===== src/hdl/opsc_defs.vh =====
// Purpose: Constants for the oscillator, multiplier and sleep control block.
// Assumes: 32-bit AXI4-Lite register bus, byte addresses.
// Notes:   Offsets, field positions, encodings, reset values and a divider only.
`ifndef OPSC_DEFS_VH
`define OPSC_DEFS_VH

// Register byte offsets.
`define OPSC_OFF_CONFIG   4'h0
`define OPSC_OFF_CONTROL  4'h4
`define OPSC_OFF_COMMAND  4'h8
`define OPSC_OFF_STATUS   4'hc

// Oscillator configuration field encodings.
`define OPSC_CFG_XTAL_X4  4'h6
`define OPSC_CFG_HS       4'h2
`define OPSC_CFG_RC       4'h3
`define OPSC_CFG_RESISTOR_CAPACITOR_IO_MODE     4'h7
`define OPSC_CFG_INTERNAL_OSCILLATOR_BLOCK   4'h8
`define OPSC_CFG_RESET    4'h7

// Control register fields.
`define OPSC_CTL_SCS_LO   0
`define OPSC_CTL_SCS_HI   1
`define OPSC_CTL_PLL_SOFT_ENABLE    2
`define OPSC_CTL_IDLE_ON_SLEEP_SELECT    3
`define OPSC_CTL_WDT      4
`define OPSC_CTL_T1EN     5
`define OPSC_CTL_TWOSPD   6
`define OPSC_CTL_FSCM     7
`define OPSC_CTL_RESET    8'h00

// Command register fields.
`define OPSC_CMD_SLEEP    0
`define OPSC_CMD_WAKE     1

// System clock select encodings.
`define OPSC_SCS_PRIMARY  2'h0
`define OPSC_SCS_SECONDARY_TIMER_OSCILLATOR   2'h1
`define OPSC_SCS_INTERNAL_OSCILLATOR_BLOCK   2'h2

// Quarter-rate output divider.
`define OPSC_QUARTER_DIV  2'h3

`endif


===== src/hdl/opsc_top.v =====
// Purpose: Clock source, x4 multiplier control and Sleep sequencing.
// Assumes: One 50 MHz clock aclk; oscillator readiness arrives as pins.
// Notes:   Oscillator clocks themselves are analog; this logic steers them
//          through enables and selects, and counts a quarter-rate output.
`timescale 1ns/1ps
`include "opsc_defs.vh"

module opsc_top (
   input  wire        aclk,            // System clock, 50 MHz.
   input  wire        aresetn,         // Synchronous reset, active low.
   input  wire [3:0]  s_axi_awaddr,    // Write address.
   input  wire        s_axi_awvalid,   // Write address valid.
   output wire        s_axi_awready,   // Write address ready.
   input  wire [31:0] s_axi_wdata,     // Write data.
   input  wire [3:0]  s_axi_wstrb,     // Write byte strobes.
   input  wire        s_axi_wvalid,    // Write data valid.
   output wire        s_axi_wready,    // Write data ready.
   output reg  [1:0]  s_axi_bresp,     // Write response.
   output reg         s_axi_bvalid,    // Write response valid.
   input  wire        s_axi_bready,    // Write response ready.
   input  wire [3:0]  s_axi_araddr,    // Read address.
   input  wire        s_axi_arvalid,   // Read address valid.
   output wire        s_axi_arready,   // Read address ready.
   output reg  [31:0] s_axi_rdata,     // Read data.
   output reg  [1:0]  s_axi_rresp,     // Read response.
   output reg         s_axi_rvalid,    // Read data valid.
   input  wire        s_axi_rready,    // Read data ready.
   input  wire        osc_input_clock, // Oscillator input pin level.
   input  wire        primary_ready,   // Primary oscillator stable, pin.
   input  wire        internal_oscillator_block_ready,    // Internal block stable, pin.
   input  wire        secondary_timer_oscillator_ready,    // Timer oscillator stable, pin.
   input  wire        wake_event,      // Interrupt, reset or watchdog wake.
   input  wire        wdt_timeout,     // Watchdog time-out.
   input  wire        port_a_bit_six_out, // Port data for the shared pin.
   input  wire        port_a_bit_six_oe,  // Port drive enable for the pin.
   output reg         oscillator_output_pin_o,  // Shared pin output.
   output reg         oscillator_output_pin_oe, // Shared pin drive enable.
   output reg         primary_osc_enable,  // Primary oscillator runs.
   output reg         pll_enable,          // Multiplier enabled.
   output reg         pll_on_crystal,      // Multiplier input is crystal.
   output reg         low_freq_internal_rc_enable,        // Low RC runs.
   output reg         secondary_timer_oscillator_enable,  // Timer osc runs.
   output reg         internal_oscillator_block_enable,   // Block runs.
   output reg  [1:0]  active_clock_source, // Source clocking the device.
   output reg         cpu_clock_enable,    // Processor clock gate.
   output reg         periph_clock_enable  // Peripheral clock gate.
);

   localparam ST_RUN   = 2'h0;
   localparam ST_IDLE  = 2'h1;
   localparam ST_SLEEP = 2'h2;
   localparam ST_WAKE  = 2'h3;

   reg  [3:0] oscillator_config_field;
   reg  [7:0] control;
   reg  [1:0] state;
   reg  [1:0] next_state;
   reg        primary_clock_running_flag;
   reg        internal_oscillator_block_flag;
   reg        secondary_timer_oscillator_flag;
   reg        on_internal_oscillator_block_fallback;
   reg  [2:0] sync_osc;
   reg  [2:0] sync_pri;
   reg  [2:0] sync_int;
   reg  [2:0] sync_t1;
   reg  [2:0] sync_wake;
   reg        osc_level;
   reg        pri_level;
   reg        int_level;
   reg        t1_level;
   reg        wake_level;
   reg        osc_prev;
   reg  [1:0] quarter_cnt;
   reg        quarter_rate_clock_out;
   reg        aw_held;
   reg        w_held;
   reg  [3:0] aw_addr;
   reg [31:0] w_data;
   reg  [3:0] w_strb;

   wire [1:0] system_clock_select = control[`OPSC_CTL_SCS_HI:`OPSC_CTL_SCS_LO];
   wire       pll_soft_enable     = control[`OPSC_CTL_PLL_SOFT_ENABLE];
   wire       idle_on_sleep_select = control[`OPSC_CTL_IDLE_ON_SLEEP_SELECT];
   wire       crystal_times_four_mode =
              (oscillator_config_field == `OPSC_CFG_XTAL_X4);
   wire       resistor_capacitor_mode    = (oscillator_config_field == `OPSC_CFG_RC);
   wire       resistor_capacitor_io_mode = (oscillator_config_field == `OPSC_CFG_RESISTOR_CAPACITOR_IO_MODE);
   wire       internal_oscillator_block_primary = (oscillator_config_field == `OPSC_CFG_INTERNAL_OSCILLATOR_BLOCK);
   wire       do_write = aw_held & w_held & ~s_axi_bvalid;
   wire       cmd_write = do_write & (aw_addr == `OPSC_OFF_COMMAND) & w_strb[0];
   wire       sleep_cmd = cmd_write & w_data[`OPSC_CMD_SLEEP];
   wire       wake_any  = wake_level | wdt_timeout |
                          (cmd_write & w_data[`OPSC_CMD_WAKE]);
   wire       fast_wake = control[`OPSC_CTL_TWOSPD] | control[`OPSC_CTL_FSCM];
   wire       src_ready = (system_clock_select == `OPSC_SCS_PRIMARY) ? pri_level :
                          (system_clock_select == `OPSC_SCS_SECONDARY_TIMER_OSCILLATOR)  ? t1_level :
                          int_level;

   assign s_axi_awready = ~aw_held;
   assign s_axi_wready  = ~w_held;
   assign s_axi_arready = ~s_axi_rvalid;

   // Pin inputs pass three flops; a change counts when the last two agree.
   always @(posedge aclk) begin
      if (!aresetn) begin
         sync_osc   <= 3'h0;
         sync_pri   <= 3'h0;
         sync_int   <= 3'h0;
         sync_t1    <= 3'h0;
         sync_wake  <= 3'h0;
         osc_level  <= 1'b0;
         pri_level  <= 1'b0;
         int_level  <= 1'b0;
         t1_level   <= 1'b0;
         wake_level <= 1'b0;
      end else begin
         sync_osc  <= {sync_osc[1:0], osc_input_clock};
         sync_pri  <= {sync_pri[1:0], primary_ready};
         sync_int  <= {sync_int[1:0], internal_oscillator_block_ready};
         sync_t1   <= {sync_t1[1:0], secondary_timer_oscillator_ready};
         sync_wake <= {sync_wake[1:0], wake_event};
         if (sync_osc[2] == sync_osc[1]) osc_level <= sync_osc[2];
         if (sync_pri[2] == sync_pri[1]) pri_level <= sync_pri[2];
         if (sync_int[2] == sync_int[1]) int_level <= sync_int[2];
         if (sync_t1[2] == sync_t1[1]) t1_level <= sync_t1[2];
         if (sync_wake[2] == sync_wake[1]) wake_level <= sync_wake[2];
      end
   end

   // Write channel: address and data are held separately, either order.
   always @(posedge aclk) begin
      if (!aresetn) begin
         aw_held  <= 1'b0;
         w_held   <= 1'b0;
         aw_addr  <= 4'h0;
         w_data   <= 32'h0;
         w_strb   <= 4'h0;
         s_axi_bvalid <= 1'b0;
         s_axi_bresp  <= 2'h0;
         oscillator_config_field <= `OPSC_CFG_RESET;
         control  <= `OPSC_CTL_RESET;
      end else begin
         if (s_axi_awvalid && !aw_held) begin
            aw_held <= 1'b1;
            aw_addr <= s_axi_awaddr;
         end
         if (s_axi_wvalid && !w_held) begin
            w_held <= 1'b1;
            w_data <= s_axi_wdata;
            w_strb <= s_axi_wstrb;
         end
         if (do_write) begin
            s_axi_bvalid <= 1'b1;
            s_axi_bresp  <= 2'h0;
            case (aw_addr)
               `OPSC_OFF_CONFIG:
                  if (w_strb[0]) oscillator_config_field <= w_data[3:0];
               `OPSC_OFF_CONTROL:
                  if (w_strb[0]) control <= w_data[7:0];
               `OPSC_OFF_COMMAND, `OPSC_OFF_STATUS: ;
               default: s_axi_bresp <= 2'h2;
            endcase
         end
         if (s_axi_bvalid && s_axi_bready) begin
            s_axi_bvalid <= 1'b0;
            aw_held <= 1'b0;
            w_held  <= 1'b0;
         end
      end
   end

   // Read channel answers one cycle after the address is taken.
   always @(posedge aclk) begin
      if (!aresetn) begin
         s_axi_rvalid <= 1'b0;
         s_axi_rdata  <= 32'h0;
         s_axi_rresp  <= 2'h0;
      end else if (s_axi_rvalid) begin
         if (s_axi_rready) s_axi_rvalid <= 1'b0;
      end else if (s_axi_arvalid) begin
         s_axi_rvalid <= 1'b1;
         s_axi_rresp  <= 2'h0;
         case (s_axi_araddr)
            `OPSC_OFF_CONFIG:  s_axi_rdata <= {28'h0, oscillator_config_field};
            `OPSC_OFF_CONTROL: s_axi_rdata <= {24'h0, control};
            `OPSC_OFF_COMMAND: s_axi_rdata <= 32'h0;
            `OPSC_OFF_STATUS:
               s_axi_rdata <= {25'h0, state, active_clock_source, secondary_timer_oscillator_flag,
                               internal_oscillator_block_flag, primary_clock_running_flag};
            default: begin
               s_axi_rdata <= 32'h0;
               s_axi_rresp <= 2'h2;
            end
         endcase
      end
   end

   // Power-mode sequencing; sleep wins no clock switch and waits on wake.
   always @* begin
      next_state = state;
      case (state)
         ST_RUN:
            if (sleep_cmd) next_state = idle_on_sleep_select ? ST_IDLE : ST_SLEEP;
         ST_IDLE:
            if (wake_any) next_state = ST_RUN;
         ST_SLEEP:
            if (wake_any) next_state = ST_WAKE;
         ST_WAKE:
            if (fast_wake || src_ready) next_state = ST_RUN;
         default: next_state = ST_RUN;
      endcase
   end

   // State, status flags and fallback tracking; control is never touched here.
   always @(posedge aclk) begin
      if (!aresetn) begin
         state <= ST_RUN;
         primary_clock_running_flag <= 1'b0;
         internal_oscillator_block_flag <= 1'b0;
         secondary_timer_oscillator_flag <= 1'b0;
         on_internal_oscillator_block_fallback <= 1'b0;
      end else begin
         state <= next_state;
         if (next_state == ST_SLEEP) begin
            primary_clock_running_flag <= 1'b0;
            internal_oscillator_block_flag <= 1'b0;
            secondary_timer_oscillator_flag <= 1'b0;
         end else begin
            if (state == ST_WAKE && next_state == ST_RUN)
               on_internal_oscillator_block_fallback <= fast_wake & ~src_ready;
            else if (on_internal_oscillator_block_fallback && src_ready)
               on_internal_oscillator_block_fallback <= 1'b0;
            primary_clock_running_flag <= (state != ST_WAKE) && !on_internal_oscillator_block_fallback &&
               (system_clock_select == `OPSC_SCS_PRIMARY) && pri_level;
            internal_oscillator_block_flag <= (state != ST_WAKE) && int_level &&
               (on_internal_oscillator_block_fallback || system_clock_select == `OPSC_SCS_INTERNAL_OSCILLATOR_BLOCK);
            secondary_timer_oscillator_flag <= (state != ST_WAKE) && !on_internal_oscillator_block_fallback && t1_level &&
               (system_clock_select == `OPSC_SCS_SECONDARY_TIMER_OSCILLATOR);
         end
      end
   end

   // Quarter-rate output: toggles every second rising edge of the RC input.
   always @(posedge aclk) begin
      if (!aresetn) begin
         osc_prev <= 1'b0;
         quarter_cnt <= 2'h0;
         quarter_rate_clock_out <= 1'b0;
      end else begin
         osc_prev <= osc_level;
         if (osc_level && !osc_prev && state != ST_SLEEP) begin
            quarter_cnt <= quarter_cnt + 2'h1;
            if (quarter_cnt[0]) quarter_rate_clock_out <= ~quarter_rate_clock_out;
         end
      end
   end

   // Oscillator enables, multiplier steering and clock gates, registered.
   always @(posedge aclk) begin
      if (!aresetn) begin
         primary_osc_enable <= 1'b0;
         pll_enable <= 1'b0;
         pll_on_crystal <= 1'b0;
         low_freq_internal_rc_enable <= 1'b0;
         secondary_timer_oscillator_enable <= 1'b0;
         internal_oscillator_block_enable <= 1'b0;
         active_clock_source <= `OPSC_SCS_PRIMARY;
         cpu_clock_enable <= 1'b0;
         periph_clock_enable <= 1'b0;
         oscillator_output_pin_o <= 1'b0;
         oscillator_output_pin_oe <= 1'b0;
      end else begin
         primary_osc_enable <= (state != ST_SLEEP);
         pll_on_crystal <= crystal_times_four_mode;
         pll_enable <= (state != ST_SLEEP) && (crystal_times_four_mode ||
                       (internal_oscillator_block_primary && pll_soft_enable));
         low_freq_internal_rc_enable <= control[`OPSC_CTL_WDT];
         secondary_timer_oscillator_enable <= control[`OPSC_CTL_T1EN];
         internal_oscillator_block_enable <= (state != ST_SLEEP) &&
            (internal_oscillator_block_primary || on_internal_oscillator_block_fallback || (state == ST_WAKE && fast_wake) ||
             system_clock_select == `OPSC_SCS_INTERNAL_OSCILLATOR_BLOCK);
         active_clock_source <= on_internal_oscillator_block_fallback ? `OPSC_SCS_INTERNAL_OSCILLATOR_BLOCK : system_clock_select;
         cpu_clock_enable <= (state == ST_RUN);
         periph_clock_enable <= (state == ST_RUN) || (state == ST_IDLE);
         if (resistor_capacitor_mode) begin
            oscillator_output_pin_o  <= quarter_rate_clock_out;
            oscillator_output_pin_oe <= 1'b1;
         end else if (resistor_capacitor_io_mode) begin
            oscillator_output_pin_o  <= port_a_bit_six_out;
            oscillator_output_pin_oe <= port_a_bit_six_oe;
         end else begin
            oscillator_output_pin_o  <= 1'b0;
            oscillator_output_pin_oe <= 1'b0;
         end
      end
   end

endmodule // opsc_top


===== config.mk =====
export PLATFORM = sky130hd
export DESIGN_NAME = opsc_top
export DESIGN_NICKNAME = d
export VERILOG_FILES = /design/src/hdl/opsc_top.v
export VERILOG_INCLUDE_DIRS = /design/src /design/src/hdl
export SDC_FILE = /design/constraint.sdc
export NUM_CORES = 1
export LEC_CHECK = 0
export BUFFER_PORTS_ARGS = -buffer_cell sky130_fd_sc_hd__buf_2
export CELL_PAD_IN_SITES_DETAIL_PLACEMENT = 1
export CELL_PAD_IN_SITES_GLOBAL_PLACEMENT = 2
export CORE_ASPECT_RATIO = 1.2
export CORE_MARGIN = 1.5
export CORE_UTILIZATION = 26
export CTS_BUF_LIST = sky130_fd_sc_hd__clkbuf_4 sky130_fd_sc_hd__clkbuf_8 sky130_fd_sc_hd__clkbuf_16
export CTS_CLUSTER_SIZE = 40
export DETAILED_ROUTE_END_ITERATION = 10
export GPL_TIMING_DRIVEN = 0
export PLACE_DENSITY_LB_ADDON = 0.2
export SLEW_MARGIN = 20
export SYNTH_ARGS = -nofsm -noshare
export SYNTH_HDL_FRONTEND = slang
export SYNTH_SLANG_ARGS = --single-unit

===== constraint.sdc =====
create_clock -name aclk -period 1.6 [get_ports aclk]
set_input_delay 0 -clock aclk [delete_from_list [all_inputs] [get_ports aclk]]
set_output_delay 0 -clock aclk [all_outputs]
set_load 0.1 [all_outputs]

; ---- Word-level counts from Yosys, hierarchy flattened
; Cells that the tools add are included.
[op_classes]
addsub = 1
n_eq_ne = 23
muxes = 21
n_bitwise = 18
reduce_logical = 45
[op_table]
columns = operator, count
row1 = $pmux 8 s3, 1
row2 = $eq 4x4->1 const B, 5
row3 = $logic_and 1x1->1, 18
row4 = $eq 4x3->1 const B, 4
row5 = $mux 2, 8
row6 = $mux 1, 11
row7 = $eq 2x2->1 const B, 4
row8 = $logic_not 4->1, 2
row9 = $not 1->1, 8
row10 = $pmux 2 s4, 1
row11 = $reduce_or 4->1, 2
row12 = $and 1x1->1, 7
row13 = $logic_or 1x1->1, 7
row14 = $logic_not 2->1, 3
row15 = $reduce_and 2->1, 3
row16 = $reduce_and 3->1, 2
row17 = $reduce_or 2->1, 3
row18 = $eq 1x1->1, 5
row19 = $eq 2x1->1 const B, 2
row20 = $eq 4x2->1 const B, 1
row21 = $logic_not 1->1, 4
row22 = $ne 2x2->1 const B, 2
row23 = $or 1x1->1, 3
row24 = $add 2x1->2 const B, 1
row25 = $reduce_bool 2->1, 1
[word_totals]
register_bits = 107
word_cells = 150

; ---- Longest topological paths before layout
[logic_depth]
ltp_word = 12
ltp_mapped = 5
ltp_nobuf = 4

; ---- Worst setup path after synthesis
; No wires, ideal clock.
[synth_path]
path_type = reg-to-reg
startpoint = register s_axi_rvalid
endpoint = register s_axi_rresp[1]
setup_ns = 0.142
arrival_ns = 2.045
path_slack_ns = -0.587
path_stages_with_launch = 4
path_buffers = 0
synth_period_minus_slack_ns = 2.187
cell_sequence = dfxtp_1 > inv_1 > a21oi_1 > nor3b_1
[synth_via]
elab_chain_cells = 2
[synth_rtl]
columns = item, line_no
row1 = start: declaration, opsc_top.v:26  ; output reg s_axi_rvalid,
row2 = start signal: assignment, opsc_top.v:175  ; s_axi_rvalid <= 1'b0;
row3 = start signal: assignment, opsc_top.v:179  ; if (s_axi_rready) s_axi_rvalid <= 1'b0;
row4 = start signal: assignment, opsc_top.v:181  ; s_axi_rvalid <= 1'b1;
row5 = $not 1->1 (no line), --
row6 = named net s_axi_arready, opsc_top.v:23  ; output wire s_axi_arready,
row7 = $reduce_and 2->1 (no line), --
row8 = end signal: assignment, opsc_top.v:177  ; s_axi_rresp <= 2'h0;
row9 = end signal: assignment, opsc_top.v:182  ; s_axi_rresp <= 2'h0;
row10 = end signal: assignment, opsc_top.v:192  ; s_axi_rresp <= 2'h2;
row11 = end: declaration, opsc_top.v:25  ; output reg [1:0] s_axi_rresp,
; The timed path passes the listed nets, and every way through them passes these cells.
; A chain may end at the register's enable or synchronous reset.

; ---- Worst setup path after layout
[layout_path]
startpoint = register aw_addr[0]
endpoint = register state[0]
[layout_via]
elab_chain_cells = 7
word_cells_on_any_way = 10
[layout_rtl]
columns = item, line_no
row1 = start: declaration, opsc_top.v:77  ; reg [3:0] aw_addr;
row2 = start signal: assignment, opsc_top.v:145  ; aw_addr <= s_axi_awaddr;
row3 = $eq 4x4->1 *, --
row4 = $and 1x1->1 * (2 in a row), opsc_top.v:90  ; wire cmd_write = do_write & (aw_addr == `OPSC_OFF_COMMAND) & w_strb[0];
row5 = $and 1x1->1, opsc_top.v:93  ; (cmd_write & w_data[`OPSC_CMD_WAKE]);
row6 = $or 1x1->1, opsc_top.v:92  ; wire wake_any = wake_level | wdt_timeout |
row7 = "$mux 2, on equally long branches", "opsc_top.v:207, opsc_top.v:205"
row8 = $pmux 2 s4 *, opsc_top.v:201  ; case (state)
row9 = end signal: assignment, opsc_top.v:223  ; state <= next_state;
row10 = end: declaration, opsc_top.v:56  ; reg [1:0] state;
; Every way passes the cells marked *; elsewhere a longest branch is shown, timed or not.

==> results.json <==
{
  "viasPerCell": 4.268,
  "setup_slack_ns": -0.1053,
  "area_delta_synth_final_pct": 37.19,
  "hold-worst-slack_ns": 0.01859,
  "p_per_area_mw_per_mm2": 1104,
  "htree_levels": 3,
  "fin_skew_ns": 0.006183,
  "core_area_mm2": 0.01222,
  "cts_sinks": 80,
  "switching_share_pct": 27.48,
  "port_buffers": 56,
  "failed_checks": "setup timing",
  "seq_area_frac_synth_pct": 48.82,
  "drc": 0,
  "die_w_um": 105.5,
  "cp_num_buf_inv": 0,
  "vdd_drop_max_mv": 0.4030,
  "path_max_fanout": 3,
  "pwr-share-clk_pct": 42.3,
  "tns_ns": -0.3716,
  "dr.pass1.iters": 4,
  "clkLatencyLatePin_ns": 0.33,
  "worstSetupPathType": "reg2reg",
  "synth_edf_count": 0,
  "fill_cells": 1476,
  "max_stage_delay_ns": 0.41,
  "finish.instance_area_mm2": 0.004501,
  "grt_use_met2_pct": 24.22,
  "grt_pass1_wl_mm": 13.83,
  "avgSynthCellArea_um2": 9.565,
  "synth_top_cells_by_area": "dfxtp_1, mux2i_1, buf_4, and2_1, nand2_1",
  "busiest_layer": "met2",
  "cts_buffer_depth": 2,
  "p_seq_share_pct": 42.1,
  "gr-usage-met3_pct": 2.174,
  "path_cells": "or3b_4, o41a_1, and2_4, o311a_1",
  "clk_pin_slew_ns": 0.06,
  "dieArea_mm2": 0.01330,
  "post_synth_most_frequent_cells": "dfxtp_1, nand2_1, and2_1",
  "synth_flop_cell": "dfxtp_1",
  "p_comb_share_pct": 15.6,
  "place_congestion": 0.7216,
  "diodes": 0,
  "end_kind": "register",
  "grt_start_max_net_pins": 14,
  "dpl_cell_area_mm2": 0.003869,
  "antenna_found_initial": 0,
  "cts_buffers": 9,
  "setup_viol": 5,
  "die_h_um": 126.1,
  "required_ns": 1.81,
  "first_global_vias": 2731,
  "synth_largest_area_cell": "dfxtp_1",
  "ant_nets": 0,
  "core.rowCount": 44,
  "status": "complete, but fails checks",
  "netlist_area_mm2": 0.003281,
  "crit_arrival_ns": 1.92,
  "relSlewSlack_pct": 58.35,
  "wire_per_inst_um": 13.40,
  "rsz0062_at_grt": "true",
  "utilization_pct": 36.82,
  "clock_tree.root_cell": "clkbuf_16",
  "num_vias": 2693,
  "drt-initial-drc-count": 103,
  "synth_top_area_share_pct": 48.82,
  "async_reset_ff_share_pct": 0,
  "yosys.cell_types.count": 45,
  "yosysMostFrequentCell": "dfxtp_1",
  "initial_core_util_pct": 26.84,
  "synth_seq_cells": 80,
  "crit_family": "compound AO/OA/AOI/OAI gates",
  "ys.warnings.count": 0,
  "drive_above_1_share_pct": 26.17,
  "p_total_uw": 4971,
  "max_freq_mhz": 586.4,
  "min_path_type": "in2reg",
  "final_hold_viol_count": 0,
  "globalRouteTotalUtil_pct": 13.48,
  "power.internal_uw": 3605,
  "synthCells": 343,
  "totalWireLength_mm": 8.457,
  "gr-usage-met1_pct": 15.80,
  "ios": 112,
  "maxCapViolations": 0,
  "nets": 524,
  "leakage_uw": 0.001978,
  "final_max_slew_viol_count": 0,
  "dp_hpwl_mm": 6.208,
  "timing.final.crit_period_ns": 1.705,
  "switchingPower_uw": 1366,
  "cp_slowest_cell": "or3b_4",
  "cp-start-kind": "register",
  "tightest_slew_ns": 0.6247,
  "post-route-period-util_pct": 106.6,
  "cts_tree": "built",
  "grt_overflow": 0
}
[cell usage in the layout (no fill, tap or decap), types with 17 or more instances in the layout]
cell type and instances:
nand2_1 41, nor2b_1 20, and2_1 29, a21boi_0 17, dlygate4sd3_1 25, dfxtp_1 75
buf_2 57, mux2i_1 21, conb_1 26, buf_4 30
[registers in the layout, indices dropped and copies added, names as in the netlist, 2 cells and up]
register                 count
control                      8
s_axi_rdata                  8
w_data                       8
aw_addr                      4
oscillator_config_field      4
sync_int                     3
sync_osc                     3
sync_pri                     3
sync_t1                      3
sync_wake                    3
active_clock_source          2
state                        2
[layer usage]
metal	routed length, um	part of all wire (%)
met5	0	0
met4	144	1.7
met3	245	2.9
met2	4355	51
met1	3711	44
[repair_timing]
| action | 4_1_cts | 5_1_grt |
|---|---|---|
| buffers inserted | 3 | 2 |
| pin swaps | 2 | 3 |
| resized for setup | 4 | 5 |
| hold buffers | 25 | 0 |
| endpoints found under the setup margin | 10 | 10 |
| hold endpoints to repair | 24 | 0 |
[power groups by stage]
stage          Combinational (uW)  Clock (uW)  Sequential (uW)
4_1_cts                       776        2170             2090
6_report                      777        2100             2090
2_1_floorplan                 500           0             2230
3_3_place_gp                  712           0             2130
3_5_place_dp                  717           0             2140
5_1_grt                       820        2270             2100
[tightest hold or removal path, cell delays in order]
cell and delay [ns]:
buf_2 0.09, nor4b_2 0.05, nand4_1 0.08, a21boi_0 0.07
[kinds of logic (layout without fill, tap and decap cells)]
logic type                count (synthesis)  after routing  share of synthesized area, %
and+or+nand+nor                         129            129                         22.16
DFF                                      80             80                         48.82
AOI/OAI and AO/OA                        55             55                         11.75
buffers and inverters                    51            153                         8.848
muxes                                    25             25                         7.780
xor gates and xnor gates                  2              2                        0.5340
other                                     1             26                        0.1143
[final timing paths]
check / from / to / slack, ns / cells past startpoint
worst max-delay path: aw_addr[0] / state[0] / -0.11 / 4
worst min-delay path: s_axi_araddr[1] / s_axi_rdata[7] / 0.02 / 4
worst max register to register: aw_addr[0] / state[0] / -0.11 / 4
worst min register to register: sync_osc[0] / sync_osc[1] / 0.44 / 1
[through the flow]
step,instances,worst slack (ns)
finish,631,-0.1053
global placement,585,-0.1057
global route,631,-0.1624
CTS,629,-0.1359
detailed placement,585,-0.1248
floorplan,368,-0.04601
[layout make-up]
| type | instances | area (um2) | area share, % |
|---|---|---|---|
| tap | 161 | 201.4 | 4.476 |
| clock inverter | 3 | 40.04 | 0.8896 |
| inverter | 9 | 37.54 | 0.8340 |
| multi-input combinational | 237 | 1505 | 33.44 |
| buffer | 42 | 257.7 | 5.727 |
| clock buffer | 13 | 274.0 | 6.088 |
| timing repair buffer | 86 | 571.8 | 12.71 |
| sequential | 80 | 1613 | 35.84 |
Note: power is estimated with default switching activity, not from simulation.
